==> src/inc/ookcfg_pkg.sv <==
// constants, field layout and bandwidth table of the ook modem configuration block
package ookcfg_pkg;

  // register indices; byte address is four times the index
  localparam logic [7:0] OOKCFG_IDX_FILT_BW = 8'h1c;
  localparam logic [7:0] OOKCFG_IDX_OSR = 8'h20;
  localparam logic [7:0] OOKCFG_IDX_OFFS_2 = 8'h21;
  localparam logic [7:0] OOKCFG_IDX_OFFS_1 = 8'h22;
  localparam logic [7:0] OOKCFG_IDX_OFFS_0 = 8'h23;
  localparam logic [7:0] OOKCFG_IDX_GAIN_1 = 8'h24;
  localparam logic [7:0] OOKCFG_IDX_GAIN_0 = 8'h25;
  localparam logic [7:0] OOKCFG_IDX_MOD_CTL_1 = 8'h70;
  localparam logic [7:0] OOKCFG_IDX_MOD_CTL_2 = 8'h71;
  localparam logic [7:0] OOKCFG_IDX_STATUS = 8'h72;

  // filter bandwidth register fields
  localparam int OOKCFG_SKIP_BIT = 7;
  localparam int OOKCFG_DEC_HI = 6;
  localparam int OOKCFG_DEC_LO = 4;
  localparam int OOKCFG_FSET_HI = 3;
  localparam int OOKCFG_FSET_LO = 0;
  // modulation control fields
  localparam int OOKCFG_MANCH_BIT = 1;
  localparam int OOKCFG_MODTYP_HI = 1;
  localparam int OOKCFG_MODTYP_LO = 0;
  localparam logic [1:0] OOKCFG_MODTYP_OOK = 2'h1;
  // oversampling / offset / gain split: 20h holds osr[10:3], 21h[7:5] osr[2:0]
  localparam int OOKCFG_OSR_LO_HI = 7;
  localparam int OOKCFG_OSR_LO_LO = 5;
  localparam int OOKCFG_OFFS_TOP_HI = 3;
  localparam int OOKCFG_GAIN_TOP_HI = 2;
  // status bits
  localparam int OOKCFG_ST_OOK = 0;
  localparam int OOKCFG_ST_BW_OK = 1;
  localparam int OOKCFG_ST_MANCH = 2;
  localparam int OOKCFG_ST_CODE_ERR = 3;

  // reset values: 1.2 kbps, 75.2 kHz filter, manchester off
  localparam logic [7:0] OOKCFG_RST_FILT_BW = 8'h41;
  localparam logic [7:0] OOKCFG_RST_OSR = 8'h1a;
  localparam logic [7:0] OOKCFG_RST_OFFS_2 = 8'h00;
  localparam logic [7:0] OOKCFG_RST_OFFS_1 = 8'h9d;
  localparam logic [7:0] OOKCFG_RST_OFFS_0 = 8'h49;
  localparam logic [7:0] OOKCFG_RST_GAIN_1 = 8'h01;
  localparam logic [7:0] OOKCFG_RST_GAIN_0 = 8'h3d;
  localparam logic [7:0] OOKCFG_RST_MOD_CTL_1 = 8'h00;
  localparam logic [7:0] OOKCFG_RST_MOD_CTL_2 = 8'h00;

  // axi responses
  localparam logic [1:0] OOKCFG_RESP_OKAY = 2'h0;
  localparam logic [1:0] OOKCFG_RESP_SLVERR = 2'h2;

  localparam int OOKCFG_BW_W = 13;
  typedef logic [OOKCFG_BW_W-1:0] ookcfg_bw_t;

  // channel filter bandwidth in units of 100 Hz, zero for a code with no setting
  function automatic ookcfg_bw_t ookcfg_bw(input logic skip, input logic [3:0] fset);
    ookcfg_bw = '0;
    if (!skip)
    begin
      case (fset)
        4'h1: ookcfg_bw = 13'h02f0;
        4'h2: ookcfg_bw = 13'h0340;
        4'h3: ookcfg_bw = 13'h0384;
        4'h4: ookcfg_bw = 13'h03b9;
        4'h5: ookcfg_bw = 13'h0461;
        4'h6: ookcfg_bw = 13'h04ff;
        4'h7: ookcfg_bw = 13'h0563;
        default: ookcfg_bw = '0;
      endcase
    end
    else
    begin
      case (fset)
        4'hf: ookcfg_bw = 13'h077b;
        4'h1: ookcfg_bw = 13'h08cb;
        4'h2: ookcfg_bw = 13'h09b8;
        4'h3: ookcfg_bw = 13'h0a85;
        4'h4: ookcfg_bw = 13'h0b21;
        4'h8: ookcfg_bw = 13'h0d1b;
        4'h9: ookcfg_bw = 13'h0e22;
        4'ha: ookcfg_bw = 13'h106a;
        4'hb: ookcfg_bw = 13'h124c;
        4'hc: ookcfg_bw = 13'h1444;
        4'hd: ookcfg_bw = 13'h168a;
        4'he: ookcfg_bw = 13'h183f;
        default: ookcfg_bw = '0;
      endcase
    end
  endfunction

endpackage

==> src/inc/ookcfg_chip_if.sv <==
// chip stream carrier between the configuration top and the manchester decoder
`timescale 1ns/100ps
interface ookcfg_chip_if;
  logic chip;
  logic chip_valid;
  logic manch_en;
  logic bit_val;
  logic bit_valid;
  logic code_err;
  modport dec (input chip, input chip_valid, input manch_en, output bit_val, output bit_valid, output code_err);
  modport src (output chip, output chip_valid, output manch_en, input bit_val, input bit_valid, input code_err);
endinterface

==> src/hw/ookcfg_manch.sv <==
// manchester decoder for the recovered ook chip stream
`timescale 1ns/100ps
module ookcfg_manch
  import ookcfg_pkg::*;
(
  input wire logic clk_sys,
  input wire logic reset_n,
  ookcfg_chip_if.dec link
);

  logic half_q;
  logic first_q;
  logic bit_q;
  logic bit_valid_q;
  logic err_q;

  ////////////////////////////////////////////////////////////////////////
  // half-bit phase; restarts whenever decoding is switched off
  always_ff @(posedge clk_sys or negedge reset_n)
  begin
    if (!reset_n)
      half_q <= 1'b0;
    else if (!link.manch_en)
      half_q <= 1'b0;
    else if (link.chip_valid)
      half_q <= ~half_q;
  end

  // first chip of each pair is kept until its partner arrives
  always_ff @(posedge clk_sys or negedge reset_n)
  begin
    if (!reset_n)
      first_q <= 1'b0;
    else if (link.chip_valid && !half_q)
      first_q <= link.chip;
  end

  // decoded bit; plain chips pass straight through when coding is off
  always_ff @(posedge clk_sys or negedge reset_n)
  begin
    if (!reset_n)
    begin
      bit_q <= 1'b0;
      bit_valid_q <= 1'b0;
      err_q <= 1'b0;
    end
    else
    begin
      bit_valid_q <= 1'b0;
      err_q <= 1'b0;
      if (link.chip_valid && !link.manch_en)
      begin
        bit_q <= link.chip;
        bit_valid_q <= 1'b1;
      end
      else if (link.chip_valid && half_q)
      begin
        bit_q <= first_q;
        bit_valid_q <= 1'b1;
        err_q <= (first_q == link.chip); // a pair without a transition is no symbol
      end
    end
  end

  assign link.bit_val = bit_q;
  assign link.bit_valid = bit_valid_q;
  assign link.code_err = err_q;

endmodule

==> src/hw/ookcfg_top.sv <==
// ook receive modem configuration registers with axi4-lite slave and chip decoding
//
// The AXI4-Lite slave port was left to the implementer.
`timescale 1ns/100ps
module ookcfg_top
  import ookcfg_pkg::*;
#(
  parameter int AXI_ADDR_W = 12
)
(
  input wire logic CLK_SYS,
  input wire logic RESET_N,
  input wire logic [AXI_ADDR_W-1:0] S_AXI_AWADDR,
  input wire logic [2:0] S_AXI_AWPROT,
  input wire logic S_AXI_AWVALID,
  output logic S_AXI_AWREADY,
  input wire logic [31:0] S_AXI_WDATA,
  input wire logic [3:0] S_AXI_WSTRB,
  input wire logic S_AXI_WVALID,
  output logic S_AXI_WREADY,
  output logic [1:0] S_AXI_BRESP,
  output logic S_AXI_BVALID,
  input wire logic S_AXI_BREADY,
  input wire logic [AXI_ADDR_W-1:0] S_AXI_ARADDR,
  input wire logic [2:0] S_AXI_ARPROT,
  input wire logic S_AXI_ARVALID,
  output logic S_AXI_ARREADY,
  output logic [31:0] S_AXI_RDATA,
  output logic [1:0] S_AXI_RRESP,
  output logic S_AXI_RVALID,
  input wire logic S_AXI_RREADY,
  input wire logic RX_CHIP,
  input wire logic RX_CHIP_VALID,
  output logic RX_BIT,
  output logic RX_BIT_VALID,
  output logic MANCH_ERROR,
  output logic OOK_MODE,
  output logic MANCH_EN,
  output logic [2:0] DEC_EXP,
  output logic DIV_THREE_SKIP,
  output logic [3:0] FILTER_SET,
  output logic BW_VALID,
  output logic [OOKCFG_BW_W-1:0] BW_100HZ,
  output logic [10:0] CR_OVERSAMPLING,
  output logic [19:0] CR_NCO_OFFSET,
  output logic [10:0] CR_LOOP_GAIN
);

  // the highest index must be reachable as a word address
  if (AXI_ADDR_W < 10 || AXI_ADDR_W > 32)
  begin : g_addr_check
    $error("ookcfg_top: AXI_ADDR_W must lie in 10..32");
  end

  logic aw_full_q;
  logic [7:0] aw_idx_q;
  logic w_full_q;
  logic [7:0] w_data_q;
  logic w_strb_q;
  logic bvalid_q;
  logic [1:0] bresp_q;
  logic rvalid_q;
  logic [1:0] rresp_q;
  logic [7:0] rdata_q;
  logic commit;
  logic ar_take;
  logic [7:0] ar_idx;
  logic hit_w;
  logic [7:0] rd_byte;
  logic rd_hit;

  logic [7:0] filt_bw_q;
  logic [7:0] osr_q;
  logic [7:0] offs_2_q;
  logic [7:0] offs_1_q;
  logic [7:0] offs_0_q;
  logic [7:0] gain_1_q;
  logic [7:0] gain_0_q;
  logic [7:0] mod_ctl_1_q;
  logic [7:0] mod_ctl_2_q;
  logic code_err_q;
  logic ook_mode;
  logic [OOKCFG_BW_W-1:0] bw_q;
  logic [7:0] status;

  ookcfg_chip_if chip_link ();

  ////////////////////////////////////////////////////////////////////////
  // write address and data are held independently, so either may arrive first
  assign S_AXI_AWREADY = ~aw_full_q;
  assign S_AXI_WREADY = ~w_full_q;
  assign commit = aw_full_q & w_full_q & ~bvalid_q;

  always_ff @(posedge CLK_SYS or negedge RESET_N)
  begin
    if (!RESET_N)
    begin
      aw_full_q <= 1'b0;
      aw_idx_q <= 8'h00;
    end
    else if (S_AXI_AWVALID && !aw_full_q)
    begin
      aw_full_q <= 1'b1;
      aw_idx_q <= S_AXI_AWADDR[9:2]; // upper address bits are ignored
    end
    else if (commit)
      aw_full_q <= 1'b0;
  end

  always_ff @(posedge CLK_SYS or negedge RESET_N)
  begin
    if (!RESET_N)
    begin
      w_full_q <= 1'b0;
      w_data_q <= 8'h00;
      w_strb_q <= 1'b0;
    end
    else if (S_AXI_WVALID && !w_full_q)
    begin
      w_full_q <= 1'b1;
      w_data_q <= S_AXI_WDATA[7:0];
      w_strb_q <= S_AXI_WSTRB[0];
    end
    else if (commit)
      w_full_q <= 1'b0;
  end

  // a gap in the map answers slverr; address bits above bit 9 are ignored and alias onto the map
  always_comb
  begin
    hit_w = 1'b0;
    case (aw_idx_q)
      OOKCFG_IDX_FILT_BW, OOKCFG_IDX_OSR, OOKCFG_IDX_OFFS_2, OOKCFG_IDX_OFFS_1,
      OOKCFG_IDX_OFFS_0, OOKCFG_IDX_GAIN_1, OOKCFG_IDX_GAIN_0, OOKCFG_IDX_MOD_CTL_1,
      OOKCFG_IDX_MOD_CTL_2, OOKCFG_IDX_STATUS: hit_w = 1'b1;
      default: hit_w = 1'b0;
    endcase
  end

  // write response, one per committed write
  always_ff @(posedge CLK_SYS or negedge RESET_N)
  begin
    if (!RESET_N)
    begin
      bvalid_q <= 1'b0;
      bresp_q <= OOKCFG_RESP_OKAY;
    end
    else if (commit)
    begin
      bvalid_q <= 1'b1;
      bresp_q <= hit_w ? OOKCFG_RESP_OKAY : OOKCFG_RESP_SLVERR;
    end
    else if (S_AXI_BREADY)
      bvalid_q <= 1'b0;
  end

  assign S_AXI_BVALID = bvalid_q;
  assign S_AXI_BRESP = bresp_q;

  ////////////////////////////////////////////////////////////////////////
  // configuration bytes; only byte lane 0 carries data, the status byte is read only
  always_ff @(posedge CLK_SYS or negedge RESET_N)
  begin
    if (!RESET_N)
    begin
      filt_bw_q <= OOKCFG_RST_FILT_BW;
      osr_q <= OOKCFG_RST_OSR;
      offs_2_q <= OOKCFG_RST_OFFS_2;
      offs_1_q <= OOKCFG_RST_OFFS_1;
      offs_0_q <= OOKCFG_RST_OFFS_0;
      gain_1_q <= OOKCFG_RST_GAIN_1;
      gain_0_q <= OOKCFG_RST_GAIN_0;
      mod_ctl_1_q <= OOKCFG_RST_MOD_CTL_1;
      mod_ctl_2_q <= OOKCFG_RST_MOD_CTL_2;
    end
    else if (commit && w_strb_q)
    begin
      case (aw_idx_q)
        OOKCFG_IDX_FILT_BW: filt_bw_q <= w_data_q;
        OOKCFG_IDX_OSR: osr_q <= w_data_q;
        OOKCFG_IDX_OFFS_2: offs_2_q <= w_data_q;
        OOKCFG_IDX_OFFS_1: offs_1_q <= w_data_q;
        OOKCFG_IDX_OFFS_0: offs_0_q <= w_data_q;
        OOKCFG_IDX_GAIN_1: gain_1_q <= w_data_q;
        OOKCFG_IDX_GAIN_0: gain_0_q <= w_data_q;
        OOKCFG_IDX_MOD_CTL_1: mod_ctl_1_q <= w_data_q;
        OOKCFG_IDX_MOD_CTL_2: mod_ctl_2_q <= w_data_q;
        default: ;
      endcase
    end
  end

  ////////////////////////////////////////////////////////////////////////
  // fields handed to the demodulator and clock recovery loop
  assign ook_mode = (mod_ctl_2_q[OOKCFG_MODTYP_HI:OOKCFG_MODTYP_LO] == OOKCFG_MODTYP_OOK);
  assign OOK_MODE = ook_mode;
  assign MANCH_EN = mod_ctl_1_q[OOKCFG_MANCH_BIT];
  assign DEC_EXP = filt_bw_q[OOKCFG_DEC_HI:OOKCFG_DEC_LO];
  assign DIV_THREE_SKIP = filt_bw_q[OOKCFG_SKIP_BIT];
  assign FILTER_SET = filt_bw_q[OOKCFG_FSET_HI:OOKCFG_FSET_LO];
  assign CR_OVERSAMPLING = {osr_q, offs_2_q[OOKCFG_OSR_LO_HI:OOKCFG_OSR_LO_LO]};
  assign CR_NCO_OFFSET = {offs_2_q[OOKCFG_OFFS_TOP_HI:0], offs_1_q, offs_0_q};
  assign CR_LOOP_GAIN = {gain_1_q[OOKCFG_GAIN_TOP_HI:0], gain_0_q};

  // bandwidth is registered so the table decode never reaches a pin directly
  always_ff @(posedge CLK_SYS or negedge RESET_N)
  begin
    if (!RESET_N)
      bw_q <= '0;
    else
      bw_q <= ookcfg_bw(filt_bw_q[OOKCFG_SKIP_BIT], filt_bw_q[OOKCFG_FSET_HI:OOKCFG_FSET_LO]);
  end

  assign BW_100HZ = bw_q;
  assign BW_VALID = ook_mode && (bw_q != '0);

  ////////////////////////////////////////////////////////////////////////
  // chip stream only reaches the decoder while ook demodulation is selected
  assign chip_link.chip = RX_CHIP;
  assign chip_link.chip_valid = RX_CHIP_VALID & ook_mode;
  assign chip_link.manch_en = mod_ctl_1_q[OOKCFG_MANCH_BIT];

  ookcfg_manch u_manch
  (
    .clk_sys (CLK_SYS),
    .reset_n (RESET_N),
    .link (chip_link)
  );

  assign RX_BIT = chip_link.bit_val;
  assign RX_BIT_VALID = chip_link.bit_valid;
  assign MANCH_ERROR = chip_link.code_err;

  ////////////////////////////////////////////////////////////////////////
  // read channel: one read at a time, answered one edge after it is taken
  assign S_AXI_ARREADY = ~rvalid_q;
  assign ar_take = S_AXI_ARVALID & ~rvalid_q;
  assign ar_idx = S_AXI_ARADDR[9:2];

  assign status = {4'h0, code_err_q, mod_ctl_1_q[OOKCFG_MANCH_BIT], BW_VALID, ook_mode};

  always_comb
  begin
    rd_hit = 1'b1;
    rd_byte = 8'h00;
    case (ar_idx)
      OOKCFG_IDX_FILT_BW: rd_byte = filt_bw_q;
      OOKCFG_IDX_OSR: rd_byte = osr_q;
      OOKCFG_IDX_OFFS_2: rd_byte = offs_2_q;
      OOKCFG_IDX_OFFS_1: rd_byte = offs_1_q;
      OOKCFG_IDX_OFFS_0: rd_byte = offs_0_q;
      OOKCFG_IDX_GAIN_1: rd_byte = gain_1_q;
      OOKCFG_IDX_GAIN_0: rd_byte = gain_0_q;
      OOKCFG_IDX_MOD_CTL_1: rd_byte = mod_ctl_1_q;
      OOKCFG_IDX_MOD_CTL_2: rd_byte = mod_ctl_2_q;
      OOKCFG_IDX_STATUS: rd_byte = status;
      default: rd_hit = 1'b0;
    endcase
  end

  always_ff @(posedge CLK_SYS or negedge RESET_N)
  begin
    if (!RESET_N)
    begin
      rvalid_q <= 1'b0;
      rresp_q <= OOKCFG_RESP_OKAY;
      rdata_q <= 8'h00;
    end
    else if (ar_take)
    begin
      rvalid_q <= 1'b1;
      rresp_q <= rd_hit ? OOKCFG_RESP_OKAY : OOKCFG_RESP_SLVERR;
      rdata_q <= rd_byte;
    end
    else if (S_AXI_RREADY)
      rvalid_q <= 1'b0;
  end

  assign S_AXI_RVALID = rvalid_q;
  assign S_AXI_RRESP = rresp_q;
  assign S_AXI_RDATA = {24'h000000, rdata_q};

  // sticky coding error, cleared by reading status; a new error in that cycle wins
  always_ff @(posedge CLK_SYS or negedge RESET_N)
  begin
    if (!RESET_N)
      code_err_q <= 1'b0;
    else if (chip_link.code_err)
      code_err_q <= 1'b1;
    else if (ar_take && ar_idx == OOKCFG_IDX_STATUS)
      code_err_q <= 1'b0;
  end

endmodule

==> config.mk <==
export PLATFORM = sky130hd
export DESIGN_NAME = ookcfg_top
export DESIGN_NICKNAME = d
export VERILOG_FILES = /design/src/inc/ookcfg_pkg.sv /design/src/inc/ookcfg_chip_if.sv /design/src/hw/ookcfg_manch.sv /design/src/hw/ookcfg_top.sv
export SDC_FILE = /design/constraint.sdc
export NUM_CORES = 1
export LEC_CHECK = 0
export BUFFER_PORTS_ARGS = -buffer_cell sky130_fd_sc_hd__buf_4
export CELL_PAD_IN_SITES_DETAIL_PLACEMENT = 1
export CELL_PAD_IN_SITES_GLOBAL_PLACEMENT = 2
export CORE_MARGIN = 4
export CORE_UTILIZATION = 35
export CTS_CLUSTER_SIZE = 12
export DETAILED_ROUTE_END_ITERATION = 8
export GPL_TIMING_DRIVEN = 0
export HOLD_SLACK_MARGIN = 0.1
export PLACE_DENSITY = 0.91
export SLEW_MARGIN = 15
export SYNTH_ARGS = -nofsm -noshare
export SYNTH_HDL_FRONTEND = slang
export SYNTH_HIERARCHICAL = 1
export SYNTH_SLANG_ARGS = --single-unit
==> constraint.sdc <==
create_clock -name CLK_SYS -period 4.15 [get_ports CLK_SYS]
set_clock_uncertainty 0.1 [all_clocks]
set_input_delay 0.83 -clock CLK_SYS [delete_from_list [all_inputs] [get_ports CLK_SYS]]
set_output_delay 0.83 -clock CLK_SYS [all_outputs]
set_load 0.02 [all_outputs]
==> metrics.txt <==
CTS tree=yes; final hold violation count=0; Port-buffer cells=116; post-DR wirelength/cell=20.53 µm; yosys warns=6; Post-Route Utilization=0.4662; CTS resizes=0; WP data arrival=2.03 ns; Crit. End Element=output pin; post-placement cell count=907; Worst path max stage delay=0.56 ns; Post-Syn Area=6215 µm²; clock buffer depth=2; maximum clock rate=0.3375 GHz; peak supply drop=315.5 µV; Hold-fix buffers, CTS=0; Post-Syn Instances=540; DRC=0; Antenna Cells=0; core area=17360 µm²; number of global-route vias before repair=5314; Seq/Total Area, Yosys=0.4951; cell row count=48; CP startpoint kind=flip-flop; Post-synth top flop=dfrtp_1; critical path class=flip-flop to output pin; routability cong.=0.8796; Syn Area/Cell=11.51 µm²; Initial DRC Count=334; Ports=185; Final min period=2.963 ns; Max-Cap Viols=0; largest net degree at the start of global routing=74; crit-path cells=or4_1 -> o41a_1 -> buf_4; Final period util=0.7139; synth unique cells=67; Layout area overhead=30.20%; ratio of cells with drive above 1 in the final layout=0.4328; Vias/cell=5.217; Die Height=141.3 µm; placed wire-length estimate=14010 µm; Final Total Pwr=4262 µW; Detail Route Antenna Nets=0; Critical-path top delay cell=or4_1; Area contributors post-synth=dfrtp_1 41%, mux2_2 17%, dfstp_2 8.0%; crit path max fanout=2; setup tns final=0 ns; dominant cell type by area after synthesis=dfrtp_1; GRT Total Usage=0.1963; Initial Utilization=0.3581; Seq cells post-synth=122; total number of vias=4899; CP required=3.22 ns; worst skew pair latency=0.42 ns; Worst-path clk slew=0.05 ns; first-pass GRT wire length=30330 µm; fin nets=780; ys async rst share=1.000; unrepaired setup endpoints after global routing=no; initial antenna violation count=0; Post-synth EDFFs=0; drt pass-1 iters=4; Final Routed Wirelength=19270 µm; P per Cell Area=526.8 nW/µm²; clk sink count=122; Die Width=141.3 µm; clock root buffer=clkbuf_16; outcome=complete, no violations; relative slew slack=0.4001; Pins Over Slew Limit=0; Non-Filler Instances=939; postcts setup bufs=0; final setup violation count=0; DIE AREA=19950 µm²; worst hold path class=input port to asynchronous set/reset pin; Slew @ Worst Pin=0.8960 ns; Num CTS Buffers=17; Synth top area share=0.4147; hold slack=0.2559 ns; leakage power=0.003844 µW; total congestion overflow=0; H-tree level count=4
## layout make-up
| type | count | area (µm²) |
|---|---|---|
| inverter | 10 | 37.54 |
| clock buffer | 25 | 505.5 |
| fill | 1919 | 9265 |
| multi-input combinational | 360 | 2789 |
| sequential | 122 | 3077 |
| tap | 225 | 281.5 |
| buffer | 73 | 411.6 |
| timing repair buffer | 117 | 902.1 |
| clock inverter | 7 | 87.58 |
## cell usage after synthesis, drive strengths merged, types with 2 or more instances
cell	number
a211oi	3
a21boi	2
a21oi	8
a221oi	4
a22o	7
a22oi	11
a2bb2oi	5
a31oi	2
a32oi	7
and2	8
and3	5
buf	46
clkbuf	27
dfrtp	103
dfstp	19
ha	4
inv	10
mux2	93
mux2i	13
nand2	33
nand2b	6
nand3	7
nand3b	4
nand4	4
nand4b	2
nor2	24
nor2b	10
nor3	7
nor3b	5
nor4	2
nor4b	7
o211ai	2
o21a	3
o21ai	16
o22ai	4
o31ai	4
o41ai	3
or3	2
## layer usage
layer,GRT usage,part of all wire
met5,0,0
met1,0.2557,0.43
met4,0.05405,0.014
met2,0.3326,0.50
met3,0.04078,0.052
## critical path: cells and delay by family (launching register included)
family | cells | cell delay [ns]
flip-flops | 1 | 0.37
buffers and inverters | 1 | 0.20
AO/OA/AOI/OAI | 1 | 0.49
AND/OR/NAND/NOR | 1 | 0.56
## cells in the final DEF (no fill, tap or decap), types with 3 or more instances in the layout
master     count
nand3_1        6
clkinv_2       4
a22o_1         7
ha_1           4
clkbuf_1      30
conb_1        26
clkbuf_16     17
inv_1          9
nor3b_1        4
nor4b_1        4
nor3_1         6
clkbuf_8       5
o22ai_1        4
o31ai_1        4
a221oi_1       4
mux2i_1       13
o21a_1         3
a22oi_1       11
nor2_1        24
dfstp_2       19
and3_1         5
o41ai_1        3
mux2_2        92
and2_1         8
dfrtp_1      103
nand4_1        4
a2bb2oi_1      5
buf_1          8
nor2b_1       10
nand2b_1       6
a32oi_1        7
nand2_1       33
a21oi_1        8
o21ai_0       16
buf_4        151
a211oi_1       3
## cell families (layout without fill, tap and decap cells)
family,count (synthesis),in the layout,synth area share
muxes,106,106,0.1901
xor gates and xnor gates,1,1,0.001410
AOI/OAI and AO/OA,91,91,0.1077
and+or+nand+nor,132,132,0.1248
buffers and inverters,83,232,0.07228
DFF,122,122,0.4951
adders and majority gates,4,4,0.008053
other,1,26,0.0006034
## state kept, by name, indices dropped and copies added (netlist names), 8 cells and up
register and cells:
BW_100HZ 13, aw_idx_q 8, filt_bw_q 8, gain_0_q 8, gain_1_q 8, mod_ctl_1_q 8, mod_ctl_2_q 8, offs_0_q 8
offs_1_q 8, offs_2_q 8, osr_q 8, rdata_q 8, w_data_q 8
## where the power goes
group | leakage, µW | internal [µW] | total, µW | switching, µW
Clock | 0.000293 | 959 | 1480 | 521
Combinational | 0.00197 | 499 | 1190 | 689
Sequential | 0.00158 | 1430 | 1590 | 162
Total | 0.00384 | 2890 | 4260 | 1370
## path summary, 6_finish.rpt
path | from | to | slack [ns] | depth (start not counted)
worst max-delay path | BW_100HZ[3] | BW_VALID | 1.19 | 3
worst min-delay path | RESET_N | rdata_q[4] | 0.26 | 1
worst max register to register | aw_idx_q[3] | gain_0_q[7] | 1.46 | 5
worst min register to register | rdata_q[4] | rdata_q[4] | 0.38 | 2
max in group asynchronous | RESET_N | offs_1_q[2] | 2.94 | 2
min in group CLK_SYS | rdata_q[4] | rdata_q[4] | 0.38 | 2
## metrics by stage
step | instance area [µm²] | setup slack [ns]
after CTS | 8092 | 1.174
after floorplan | 6309 | 1.717
after global routing | 8092 | 1.043
after global placement | 7461 | 0.8926
after detailed placement | 7498 | 0.8586
final | 8092 | 1.187
(Power assumes the default switching activity.)
